`config.mk`:
```
export PLATFORM = sky130hd
export DESIGN_NAME = stx_transceiver
export DESIGN_NICKNAME = d
export VERILOG_FILES = /design/src/design/stx_pkg.sv /design/src/design/stx_pwr_if.sv /design/src/design/stx_transceiver.sv /design/src/design/stx_pwr_fsm.sv
export SDC_FILE = /design/constraint.sdc
export NUM_CORES = 1
export LEC_CHECK = 0
export ABC_CLOCK_PERIOD_IN_PS = 2200
export BUFFER_PORTS_ARGS = -buffer_cell sky130_fd_sc_hd__buf_4
export CAP_MARGIN = 20
export CORE_UTILIZATION = 47
export DETAILED_ROUTE_END_ITERATION = 8
export GPL_ROUTABILITY_DRIVEN = 0
export PLACE_DENSITY = 0.72
export SLEW_MARGIN = 30
export SYNTH_ARGS = -nofsm -noshare
export SYNTH_HDL_FRONTEND = slang
export SYNTH_SLANG_ARGS = --single-unit
```
`constraint.sdc`:
```
create_clock -name sys_clk -period 2.2 [get_ports sys_clk]
set_clock_uncertainty 0.05 [all_clocks]
set_input_delay 0.33 -clock sys_clk [delete_from_list [all_inputs] [get_ports sys_clk]]
set_output_delay 0.33 -clock sys_clk [all_outputs]
set_load 0.005 [all_outputs]
```
`src/design/stx_pkg.sv`:
```
package stx_pkg;
    localparam int unsigned CLK_HZ = 10_000_000;
    localparam int unsigned HZ_PER_MHZ = 1_000_000;

    function automatic int unsigned cyc_of_us(input int unsigned us);
        return (CLK_HZ / HZ_PER_MHZ) * us;
    endfunction : cyc_of_us

    // Inactivity window, typical figure; the device may take 15 to 60 s
    localparam int unsigned IDLE_S = 30;
    localparam int unsigned IDLE_MIN_S = 15;
    localparam int unsigned IDLE_MAX_S = 60;
    localparam int unsigned IDLE_CYC = IDLE_S * CLK_HZ;
    localparam int unsigned IDLE_MIN_CYC = IDLE_MIN_S * CLK_HZ;
    localparam int unsigned IDLE_MAX_CYC = IDLE_MAX_S * CLK_HZ;

    localparam int unsigned WAKE_US = 30;
    localparam int unsigned WAKE_MAX_US = 150;
    localparam int unsigned WAKE_CYC = cyc_of_us(WAKE_US);
    localparam int unsigned VALID_US = 1;
    localparam int unsigned VALID_CYC = cyc_of_us(VALID_US);
    localparam int unsigned INVALID_US = 30;
    localparam int unsigned INVALID_CYC = cyc_of_us(INVALID_US);

    localparam int CNT_W = 32;
    localparam int DLY_W = 10;

    typedef enum logic [1:0] {
        PWR_ACTIVE = 2'h0,
        PWR_DOWN = 2'h1,
        PWR_WAKING = 2'h3
    } stx_pwr_state_t;

    localparam int ADDR_W = 12;
    localparam logic [11:0] ADDR_CTRL = 12'h000;
    localparam logic [11:0] ADDR_STATUS = 12'h004;
    localparam logic [11:0] ADDR_IRQ_STAT = 12'h008;
    localparam logic [11:0] ADDR_IRQ_MASK = 12'h00c;

    localparam int CTRL_HOLD = 0;
    localparam int ST_PUMP = 0;
    localparam int ST_DRV = 1;
    localparam int ST_RCV = 2;
    localparam int ST_LINE = 3;
    localparam int ST_STATE = 4;

    localparam int IRQ_W = 4;
    localparam int IRQ_DOWN = 0;
    localparam int IRQ_WAKE = 1;
    localparam int IRQ_LINE_UP = 2;
    localparam int IRQ_LINE_DN = 3;
    localparam logic CTRL_HOLD_RST = 1'h0;
    localparam logic [3:0] IRQ_MASK_RST = 4'h0;
endpackage : stx_pkg

```
`src/design/stx_pwr_if.sv`:
```
`timescale 1ns/1ps
interface stx_pwr_if;
    logic activity;
    logic autoEn;
    logic enteredDown;
    logic wakeDone;
    stx_pkg::stx_pwr_state_t state;

    modport fsm(input activity, input autoEn, output enteredDown, output wakeDone, output state);
    modport user(output activity, output autoEn, input enteredDown, input wakeDone, input state);
endinterface : stx_pwr_if

```
`src/design/stx_transceiver.sv`:
```
`timescale 1ns/1ps
module stx_transceiver #(
    parameter int unsigned IDLE_CYCLES = stx_pkg::IDLE_CYC,
    parameter int NUM_CH = 2
) (
    input wire logic sys_clk,
    input wire logic rst_n,
    input wire logic [11:0] paddr,
    input wire logic psel,
    input wire logic penable,
    input wire logic pwrite,
    input wire logic [31:0] pwdata,
    output logic [31:0] prdata,
    output logic pready,
    output logic pslverr,
    input wire logic [NUM_CH-1:0] txLogicIn,
    input wire logic [NUM_CH-1:0] rxLineIn,
    input wire logic [NUM_CH-1:0] rxLineValid,
    input wire logic holdAwake,
    input wire logic shutdownN,
    output logic [NUM_CH-1:0] txLineOut,
    output logic [NUM_CH-1:0] txLineOe,
    output logic [NUM_CH-1:0] rxLogicOut,
    output logic [NUM_CH-1:0] rxLogicOe,
    output logic linePresent,
    output logic pumpOn,
    output logic irq
);
    if (IDLE_CYCLES < 2 || NUM_CH < 1 || NUM_CH > 8) begin : g_bad_param
        $error("stx_transceiver: unsupported parameter values");
    end

    localparam logic [stx_pkg::DLY_W-1:0] VALID_LAST = stx_pkg::DLY_W'(stx_pkg::VALID_CYC - 1);
    localparam logic [stx_pkg::DLY_W-1:0] INVALID_LAST = stx_pkg::DLY_W'(stx_pkg::INVALID_CYC - 1);

    stx_pwr_if pwr();

    stx_pwr_fsm #(
        .IDLE_CYCLES(IDLE_CYCLES)
    ) u_pwr_fsm (
        .sys_clk(sys_clk),
        .rst_n(rst_n),
        .pwr(pwr)
    );

    logic [NUM_CH-1:0] txPrev_q;
    logic [NUM_CH-1:0] rxPrev_q;
    logic [NUM_CH-1:0] validPrev_q;
    logic [NUM_CH-1:0] rxSeen;
    logic holdSw_q;
    logic anyValid;
    logic drvOn;

    // Open inputs carry no data edges, only their arrival or loss
    assign rxSeen = rxLineIn & rxLineValid;
    assign anyValid = |rxLineValid;

    always_ff @(posedge sys_clk) begin
        if (!rst_n) begin
            txPrev_q <= '0;
            rxPrev_q <= '0;
            validPrev_q <= '0;
        end else begin
            txPrev_q <= txLogicIn;
            rxPrev_q <= rxSeen;
            validPrev_q <= rxLineValid;
        end
    end

    assign pwr.activity = |(txLogicIn ^ txPrev_q) | |(rxSeen ^ rxPrev_q) | |(rxLineValid ^ validPrev_q);
    assign pwr.autoEn = shutdownN && !holdAwake && !holdSw_q;

    // Drivers run only once the pump has fully restarted
    assign drvOn = shutdownN && pwr.state == stx_pkg::PWR_ACTIVE;

    always_ff @(posedge sys_clk) begin
        if (!rst_n) begin
            txLineOut <= '1;
            txLineOe <= '0;
        end else begin
            txLineOut <= ~txLogicIn;
            txLineOe <= {NUM_CH{drvOn}};
        end
    end

    always_ff @(posedge sys_clk) begin
        if (!rst_n) begin
            rxLogicOut <= '1;
            rxLogicOe <= '0;
        end else begin
            rxLogicOut <= ~rxLineIn | ~rxLineValid;
            rxLogicOe <= {NUM_CH{shutdownN}};
        end
    end

    always_ff @(posedge sys_clk) begin
        if (!rst_n) begin
            pumpOn <= 1'b0;
        end else begin
            pumpOn <= shutdownN && pwr.state != stx_pkg::PWR_DOWN;
        end
    end

    // Presence filter: a change must persist for its full delay
    logic [stx_pkg::DLY_W-1:0] presCnt_q;
    logic [stx_pkg::DLY_W-1:0] presLast;
    logic presFlip;

    assign presLast = linePresent ? INVALID_LAST : VALID_LAST;
    assign presFlip = anyValid != linePresent && presCnt_q == presLast;

    always_ff @(posedge sys_clk) begin
        if (!rst_n) begin
            presCnt_q <= '0;
            linePresent <= 1'b0;
        end else if (anyValid == linePresent || presFlip) begin
            presCnt_q <= '0;
            linePresent <= anyValid;
        end else begin
            presCnt_q <= presCnt_q + 1'b1;
        end
    end

    // APB slave: one wait cycle, then the access completes
    logic apbDone;
    logic apbWait;
    logic addrOk;
    logic [31:0] rdData;
    logic [stx_pkg::IRQ_W-1:0] irqStat_q;
    logic [stx_pkg::IRQ_W-1:0] irqStat_d;
    logic [stx_pkg::IRQ_W-1:0] irqMask_q;
    logic [stx_pkg::IRQ_W-1:0] irqMask_d;
    logic [stx_pkg::IRQ_W-1:0] irqEvt;

    assign apbWait = psel && penable && !pready;
    assign apbDone = psel && penable && pready;

    always_comb begin
        rdData = '0;
        addrOk = 1'b1;
        unique case (paddr)
            stx_pkg::ADDR_CTRL: begin
                rdData[stx_pkg::CTRL_HOLD] = holdSw_q;
            end
            stx_pkg::ADDR_STATUS: begin
                rdData[stx_pkg::ST_PUMP] = pumpOn;
                rdData[stx_pkg::ST_DRV] = |txLineOe;
                rdData[stx_pkg::ST_RCV] = |rxLogicOe;
                rdData[stx_pkg::ST_LINE] = linePresent;
                rdData[stx_pkg::ST_STATE +: 2] = pwr.state;
            end
            stx_pkg::ADDR_IRQ_STAT: begin
                rdData[stx_pkg::IRQ_W-1:0] = irqStat_q;
            end
            stx_pkg::ADDR_IRQ_MASK: begin
                rdData[stx_pkg::IRQ_W-1:0] = irqMask_q;
            end
            default: begin
                addrOk = 1'b0;
            end
        endcase
    end

    always_ff @(posedge sys_clk) begin
        if (!rst_n) begin
            pready <= 1'b0;
            pslverr <= 1'b0;
            prdata <= '0;
        end else begin
            pready <= apbWait;
            pslverr <= apbWait && !addrOk;
            prdata <= (apbWait && !pwrite) ? rdData : '0;
        end
    end

    always_ff @(posedge sys_clk) begin
        if (!rst_n) begin
            holdSw_q <= stx_pkg::CTRL_HOLD_RST;
        end else if (apbDone && pwrite) begin
            if (paddr == stx_pkg::ADDR_CTRL) begin
                holdSw_q <= pwdata[stx_pkg::CTRL_HOLD];
            end
        end
    end

    // Next mask feeds irq, so a mask write and irq change together
    always_comb begin
        irqMask_d = irqMask_q;
        if (apbDone && pwrite && paddr == stx_pkg::ADDR_IRQ_MASK) begin
            irqMask_d = pwdata[stx_pkg::IRQ_W-1:0];
        end
    end

    // Sticky events; read clears only the bits it returned, new events win
    always_comb begin
        irqEvt = '0;
        irqEvt[stx_pkg::IRQ_DOWN] = pwr.enteredDown;
        irqEvt[stx_pkg::IRQ_WAKE] = pwr.wakeDone;
        irqEvt[stx_pkg::IRQ_LINE_UP] = presFlip && anyValid;
        irqEvt[stx_pkg::IRQ_LINE_DN] = presFlip && !anyValid;
        irqStat_d = irqStat_q;
        if (apbDone && !pwrite && paddr == stx_pkg::ADDR_IRQ_STAT) begin
            irqStat_d = irqStat_q & ~prdata[stx_pkg::IRQ_W-1:0];
        end
        irqStat_d = irqStat_d | irqEvt;
    end

    always_ff @(posedge sys_clk) begin
        if (!rst_n) begin
            irqStat_q <= '0;
            irqMask_q <= stx_pkg::IRQ_MASK_RST;
            irq <= 1'b0;
        end else begin
            irqStat_q <= irqStat_d;
            irqMask_q <= irqMask_d;
            irq <= |(irqStat_d & irqMask_d);
        end
    end

    // Helper: run of cycles with a valid line while status is still low
    logic [stx_pkg::DLY_W-1:0] arriveRun_q;

    always_ff @(posedge sys_clk) begin
        if (!rst_n || !anyValid || linePresent) begin
            arriveRun_q <= '0;
        end else if (arriveRun_q != '1) begin
            arriveRun_q <= arriveRun_q + 1'b1;
        end
    end
endmodule : stx_transceiver

```
`src/design/stx_pwr_fsm.sv`:
```
`timescale 1ns/1ps
module stx_pwr_fsm #(
    parameter int unsigned IDLE_CYCLES = stx_pkg::IDLE_CYC
) (
    input wire logic sys_clk,
    input wire logic rst_n,
    stx_pwr_if.fsm pwr
);
    localparam logic [stx_pkg::CNT_W-1:0] IDLE_LAST = stx_pkg::CNT_W'(IDLE_CYCLES - 1);
    localparam logic [stx_pkg::DLY_W-1:0] WAKE_LAST = stx_pkg::DLY_W'(stx_pkg::WAKE_CYC - 1);

    stx_pkg::stx_pwr_state_t state_q, state_d;
    logic [stx_pkg::CNT_W-1:0] idleCnt_q;
    logic [stx_pkg::DLY_W-1:0] wakeCnt_q;

    always_comb begin
        state_d = state_q;
        unique case (state_q)
            stx_pkg::PWR_ACTIVE: begin
                if (pwr.autoEn && !pwr.activity && idleCnt_q == IDLE_LAST) begin
                    state_d = stx_pkg::PWR_DOWN;
                end
            end
            stx_pkg::PWR_DOWN: begin
                if (pwr.activity || !pwr.autoEn) begin
                    state_d = stx_pkg::PWR_WAKING;
                end
            end
            stx_pkg::PWR_WAKING: begin
                if (wakeCnt_q == WAKE_LAST) begin
                    state_d = stx_pkg::PWR_ACTIVE;
                end
            end
        endcase
    end

    always_ff @(posedge sys_clk) begin
        if (!rst_n) begin
            state_q <= stx_pkg::PWR_ACTIVE;
        end else begin
            state_q <= state_d;
        end
    end

    // Idle time restarts on any edge or while auto mode is off
    always_ff @(posedge sys_clk) begin
        if (!rst_n) begin
            idleCnt_q <= '0;
        end else if (pwr.activity || !pwr.autoEn || state_q != stx_pkg::PWR_ACTIVE) begin
            idleCnt_q <= '0;
        end else if (idleCnt_q != IDLE_LAST) begin
            idleCnt_q <= idleCnt_q + 1'b1;
        end
    end

    always_ff @(posedge sys_clk) begin
        if (!rst_n || state_q != stx_pkg::PWR_WAKING) begin
            wakeCnt_q <= '0;
        end else begin
            wakeCnt_q <= wakeCnt_q + 1'b1;
        end
    end

    assign pwr.state = state_q;
    assign pwr.enteredDown = state_q == stx_pkg::PWR_ACTIVE && state_d == stx_pkg::PWR_DOWN;
    assign pwr.wakeDone = state_q == stx_pkg::PWR_WAKING && state_d == stx_pkg::PWR_ACTIVE;
endmodule : stx_pwr_fsm

```
Word-level counts from Yosys, hierarchy flattened
Cells that the tools add are included.

Register bits after elaboration: 112. Logic and storage cells: 114. Output and inout port bits: 45. Input bits: 57.

Multiplexer cells: 10. Bitwise logic cells: 15. Equality and inequality tests: 14. Reductions and logical operators: 50. $add $sub $neg: 3.

Operators by type and width (number): adder 32 x 1 -> 32 bit, second input constant (1); == test 32 x 29 -> 1 bit, second input constant (1); inequality test 32 x 29 -> 1 bit, second input constant (1); == test 12 x 4 -> 1 bit, second input constant (2); adder 10 x 1 -> 10 bit, second input constant (2); logical AND 1 bit (20); OR reduction 2 bit (8); == test 12 x 3 -> 1 bit, second input constant (1); zero test 12 bit (1); == test 10 x 9 -> 1 bit (1); == test 10 x 9 -> 1 bit, second input constant (1); zero test 1 bit (9); two-way mux 9 bit (1); one-hot mux 3 bit (3 select lines) (1); AND 4 bit (2); two-way mux 4 bit (2); OR reduction 4 bit (2); two-way mux 2 bit (3); inverter 2 bit (3); one-hot mux 2 bit (3 select lines) (1); bitwise XOR 2 bit (3); == test 2 x 1 -> 1 bit, second input constant (2); zero test 2 bit (2); logical OR 1 bit (4); other kinds (16) (18).

Depth between registers and ports, before layout
Word-level depth: 15. Depth in mapped cells: 9. Mapped depth without buffers: 7.

Cells and area by module
From an unflattened synthesis, not the netlist that was laid out.

Cell total of the unflattened synthesis: 449. Area total of the unflattened synthesis: 4055.1 um^2.

Modules (own cells, without submodules): stx_pwr_fsm (cells each 242, times used 1, area each 2104.5 um^2, seq. area each 880.8 um^2); stx_transceiver (cells each 207, times used 1, area each 1950.6 um^2, seq. area each 840.8 um^2).

Least setup slack after synthesis
Ideal clock, no wire load.

Path type: input port to flip-flop. Start: input port paddr[1]. End: register irq. Setup slack: -141 ps. Arrival: 2171 ps. Stages on the path: 6. Required time: 2030 ps. Library setup time: 120 ps. Buffers on the path: 0. Cells stage by stage: nor4_1 -> nand3_1 -> nor3_1 -> mux2_2 -> and3_1 -> a211o_1.

Word-level cells in the longest chain between the ends: 6. Elaborated cells between the ends (all ways): 9. Classes of those cells: eq/ne: 2; mux: 2; bitwise: 2; reduce/logical: 3.

Ends and longest elaborated chain: start: declaration (RTL line stx_transceiver.sv:8) `input wire logic [11:0] paddr,`; == test 12 x 4 -> 1 bit (RTL line stx_transceiver.sv:202) `if (apbDone && !pwrite && paddr == stx_pkg::ADDR_IRQ_STAT) begin`; logical AND 1 bit (RTL line stx_transceiver.sv:202); two-way mux 4 bit (RTL line stx_transceiver.sv:202); OR 4 bit (RTL line stx_transceiver.sv:205) `irqStat_d = irqStat_d | irqEvt;`; AND 4 bit (*) (RTL line stx_transceiver.sv:216) `irq <= |(irqStat_d & irqMask_d);`; OR reduction 4 bit (*) (RTL line stx_transceiver.sv:216); end signal: assignment (RTL line stx_transceiver.sv:216); end: declaration (RTL line stx_transceiver.sv:27) `output logic irq`.

Mark *: on every way between the ends. The rest lies on a longest branch, timed or not. A chain may end at the register's enable or synchronous reset.

Final worst setup path
Start: register u_pwr_fsm.idleCnt_q[8] in the netlist's numbering. End: register u_pwr_fsm.idleCnt_q[29] in the netlist's numbering.

Word-level cells in the longest chain between the ends: 1. Elaborated cells between the ends (all ways): 2. Classes of those cells: add/sub: 1; eq/ne: 1.

Ends and longest elaborated chain: start: declaration (RTL line stx_pwr_fsm.sv:13) `logic [stx_pkg::CNT_W-1:0] idleCnt_q;`; start signal: assignment (RTL line stx_pwr_fsm.sv:52) `idleCnt_q <= idleCnt_q + 1'b1;`; adder 32 x 1 -> 32 bit or inequality test 32 x 29 -> 1 bit (tied branches) (RTL line stx_pwr_fsm.sv:52, stx_pwr_fsm.sv:51).

Several ways; a longest one is shown, not always the timed one.

==> results.toml <==
[worst_setup_path]
crit_buf_inv = 0
end_kind = "register"
critPathMostFrequentCell = "and4_4"
arrival_ps = 2420
r2r-end = "u_pwr_fsm.idleCnt_q[29]$_SDFFE_PP0N_"
cp_top_family = "simple AND/OR/NAND/NOR gates"
critPathKind = "reg -> reg"
cpPeakStageDelay_ps = 530
reg2reg_slack_ps = 20
cp.required_ps = 2440
path_cells = "and4_4 > and3_4 > and4_4 > or4b_4 > or4_4 > a21oi_1"
crit_path_max_fanout = 9
worstReg2RegStart = "u_pwr_fsm.idleCnt_q[8]$_SDFFE_PP0N_"
critPathSlowestCell = "or4b_4"
ff2ff_path_depth = 6
cp-start-kind = "register"

[power_and_ir_drop]
ir_worst_vdd_uv = 312.3
p_comb_frac = 0.048
pwr-share-seq = 0.560
cellPowerDensity_nw_per_um2 = 613.6
p_switching_uw = 628.8
swShare = 0.2226
power.share.clock = 0.393
power.internal_uw = 2197
p_total_uw = 2825
p_leak_uw = 0.001794

[routing]
via_per_inst = 5.056
ant_nets = 0
via_count = 3084
wl_per_cell_um = 12.58
drt_pass1_iterations = 5
drt_iter0_drc = 104
drc_errors = 0
drt_wl_total_mm = 7.671

[die]
chipWidth_um = 92.70
core-area_um2 = 7848
die_h_um = 92.70
ios = 102
dieArea_um2 = 8592
initial_core_util = 0.4927
num_rows = 32

[finish]
fin_area_um2 = 4604
drive_gt1_frac = 0.2126
postLayoutCoreUtil = 0.5867
regArea_um2 = 1732
fillCellCount = 705
area_delta_synth_final_pct = 19.09
diodes = 0
nNetsFinal = 563
multi_input_area_um2 = 1951

[yosys]
synth-compound-area-share = 0.05178
muxShareOfSynthArea = 0.03042
ys_warn_count = 0
synthSimpleGateAreaFrac = 0.2786
synthArstFlopShare = 0
synthCells = 437
syn_area_um2 = 3866
synthAdderAreaFrac = 0.009709
ys_types = 44
synth_seq_cells = 86
synth-main-ff-cell = "dfxtp_1"
avgSynthCellArea_um2 = 8.847
synth_top_family_by_area = "simple AND/OR/NAND/NOR gates"
synth_edf_count = 0
ys_seq_area_frac = 0.4453
synth-xor-area-share = 0.09968

[sta]
max_freq_mhz = 459.3
setup_tns_ps = 0
rsz0062_at_grt = "true"
fin_crit_sh = 0.9896
hold_violations = 0
drv_slew = 0
layout_min_cycle_time_ps = 2177
setup_violations = 0

[cts]
cts_root_buf = "clkbuf_8"
tritoncts = "built"
cts_setup_buffers = 0
clk_latency_ps = 360
clk_pin_slew_ps = 80
htreeDepth = 3
cts_sinks = 86
clockBufferDepth = 2
numCtsBuffers = 9

[global_route]
antenna_found_initial = 0
grt_first_pass_wirelength_mm = 12.63
grtUsageTotal = 0.1863
gr-total-overflow = 0
grt_pass1_vias = 2869
grt_max_degree = 24

[status]
status = "finished clean"

[place]
placed_area_um2 = 4369
hpwl_mm = 5.629
port_buffers = 47

[hold_path]
hp-class = "in -> reg"
hp-start = "rxLineIn[0]"
whs_path_depth = 2
holdPathEnd = "rxLogicOut[0]$_SDFF_PN1_"

[run]
maxCapViolCount = 0
-- synthesized netlist by cell type, drive strengths merged, types with 2 or more instances --
cell type   n  area share
a31oi       2      0.0032
nand4b      5       0.011
clkbuf     11       0.011
o31ai       2      0.0039
nor4       12       0.019
or3         6      0.0097
nor4b       7       0.016
and3       13       0.021
nand4       9       0.015
nor2       62       0.060
ha          3      0.0097
dfxtp      86        0.45
nand2      35       0.034
a22oi       3      0.0058
and2       11       0.018
nand3      24       0.031
inv        11       0.011
nor2b       6      0.0097
and4        4      0.0091
nor3        5      0.0065
o21ai      12       0.016
mux2i       5       0.013
mux2        4       0.012
or2         2      0.0032
buf        31       0.062
a21oi       8       0.010
and4b       2      0.0052
xnor2      19       0.043
xor2       25       0.057
-- sequential cells by signal, summed over array words and instances, names as in the netlist --
| register | flops |
|---|---|
| u_pwr_fsm.wakeCnt_q | 10 |
| irqStat_q | 4 |
| irqMask_q | 4 |
| validPrev_q | 2 |
| linePresent | 1 |
| u_pwr_fsm.idleCnt_q | 32 |
| prdata | 6 |
| txLineOe | 1 |
| u_pwr_fsm.pwr.state | 2 |
| holdSw_q | 1 |
| txLineOut | 2 |
| rxPrev_q | 2 |
| rxLogicOut | 2 |
| pumpOn | 1 |
| pslverr | 1 |
| pready | 1 |
| rxLogicOe | 1 |
| irq | 1 |
| presCnt_q | 10 |
| txPrev_q | 2 |
-- metal layers --
| layer | vias to the layer above | track usage | share of wire |
|---|---|---|---|
| met5 | - | 0 | 0 |
| met4 | 0 | 0.07692 | 0.014 |
| met3 | 9 | 0.04023 | 0.046 |
| met2 | 66 | 0.3154 | 0.47 |
| met1 | 1428 | 0.2290 | 0.47 |
| li1 | 1581 | - | - |
-- metrics by stage --
step / hold WS [ps] / setup WS, ps / std cells
6_report: 115.8 / 22.79 / 610
5_1_grt: 113.7 / -25.68 / 610
4_1_cts: 107.3 / 2.884 / 610
3_5_place_dp: 406.7 / -15.94 / 594
3_3_place_gp: 393.0 / 4.580 / 594
2_1_floorplan: 362.0 / -46.35 / 462
-- worst max path at each step --
stage                                        start                              endpoint  slack, ps  cells after the start
2_1_floorplan  u_pwr_fsm.idleCnt_q[8]$_SDFFE_PP0N_  u_pwr_fsm.idleCnt_q[23]$_SDFFE_PP0N_        -50                      9
3_3_place_gp                              paddr[1]                        irq$_SDFF_PN0_          5                      7
3_5_place_dp                              paddr[7]                        irq$_SDFF_PN0_        -20                      7
4_1_cts        u_pwr_fsm.idleCnt_q[8]$_SDFFE_PP0N_  u_pwr_fsm.idleCnt_q[29]$_SDFFE_PP0N_          3                      6
5_1_grt        u_pwr_fsm.idleCnt_q[8]$_SDFFE_PP0N_  u_pwr_fsm.idleCnt_q[29]$_SDFFE_PP0N_        -30                      6
6_report       u_pwr_fsm.idleCnt_q[8]$_SDFFE_PP0N_  u_pwr_fsm.idleCnt_q[29]$_SDFFE_PP0N_         20                      6
-- layout make-up --
class	instances	area share
multi-input combinational	323	0.4236
clock inverter	5	0.01277
timing repair buffer	72	0.1201
clock buffer	11	0.03071
tap	102	0.02772
sequential	86	0.3761
inverter	11	0.008967
-- repair_timing --
item	CTS	global route
pin swaps	1	1
endpoints found under the setup margin	1	9
hold buffers	0	0
cloned	0	0
gates resized for setup	2	8
-- kinds of logic after synthesis --
logic type | count (synthesis)
mux | 10
compound gates | 33
flops | 86
xor+xnor | 44
buf+inv | 53
fa+ha+maj | 3
simple gates | 207
other cells | 1
-- power by group through the flow --
stage	clock, uW	combinational, uW	sequential, uW
final	1110	134	1580
after global routing	1200	150	1580
after global placement	0	133	1620
after CTS	1130	135	1580
after floorplan	0	95.6	1620
after detailed placement	0	134	1620
-- cells in the final DEF, fill, tap and decap left out, drive strengths merged, types with 5 or more instances in the layout --
cell | synthesis | final
dfxtp | 86 | 86
buf | 31 | 72
nor2 | 62 | 62
nand2 | 35 | 35
conb | 1 | 26
xor2 | 25 | 25
nand3 | 24 | 24
xnor2 | 19 | 19
and3 | 13 | 13
nor4 | 12 | 12
o21ai | 12 | 12
inv | 11 | 11
and2 | 11 | 11
clkbuf | 11 | 11
nand4 | 9 | 9
a21oi | 8 | 8
nor4b | 7 | 7
nor2b | 6 | 6
or3 | 6 | 6
mux2i | 5 | 5
nand4b | 5 | 5
nor3 | 5 | 5
No activity file was read; power rests on OpenSTA's default activity.
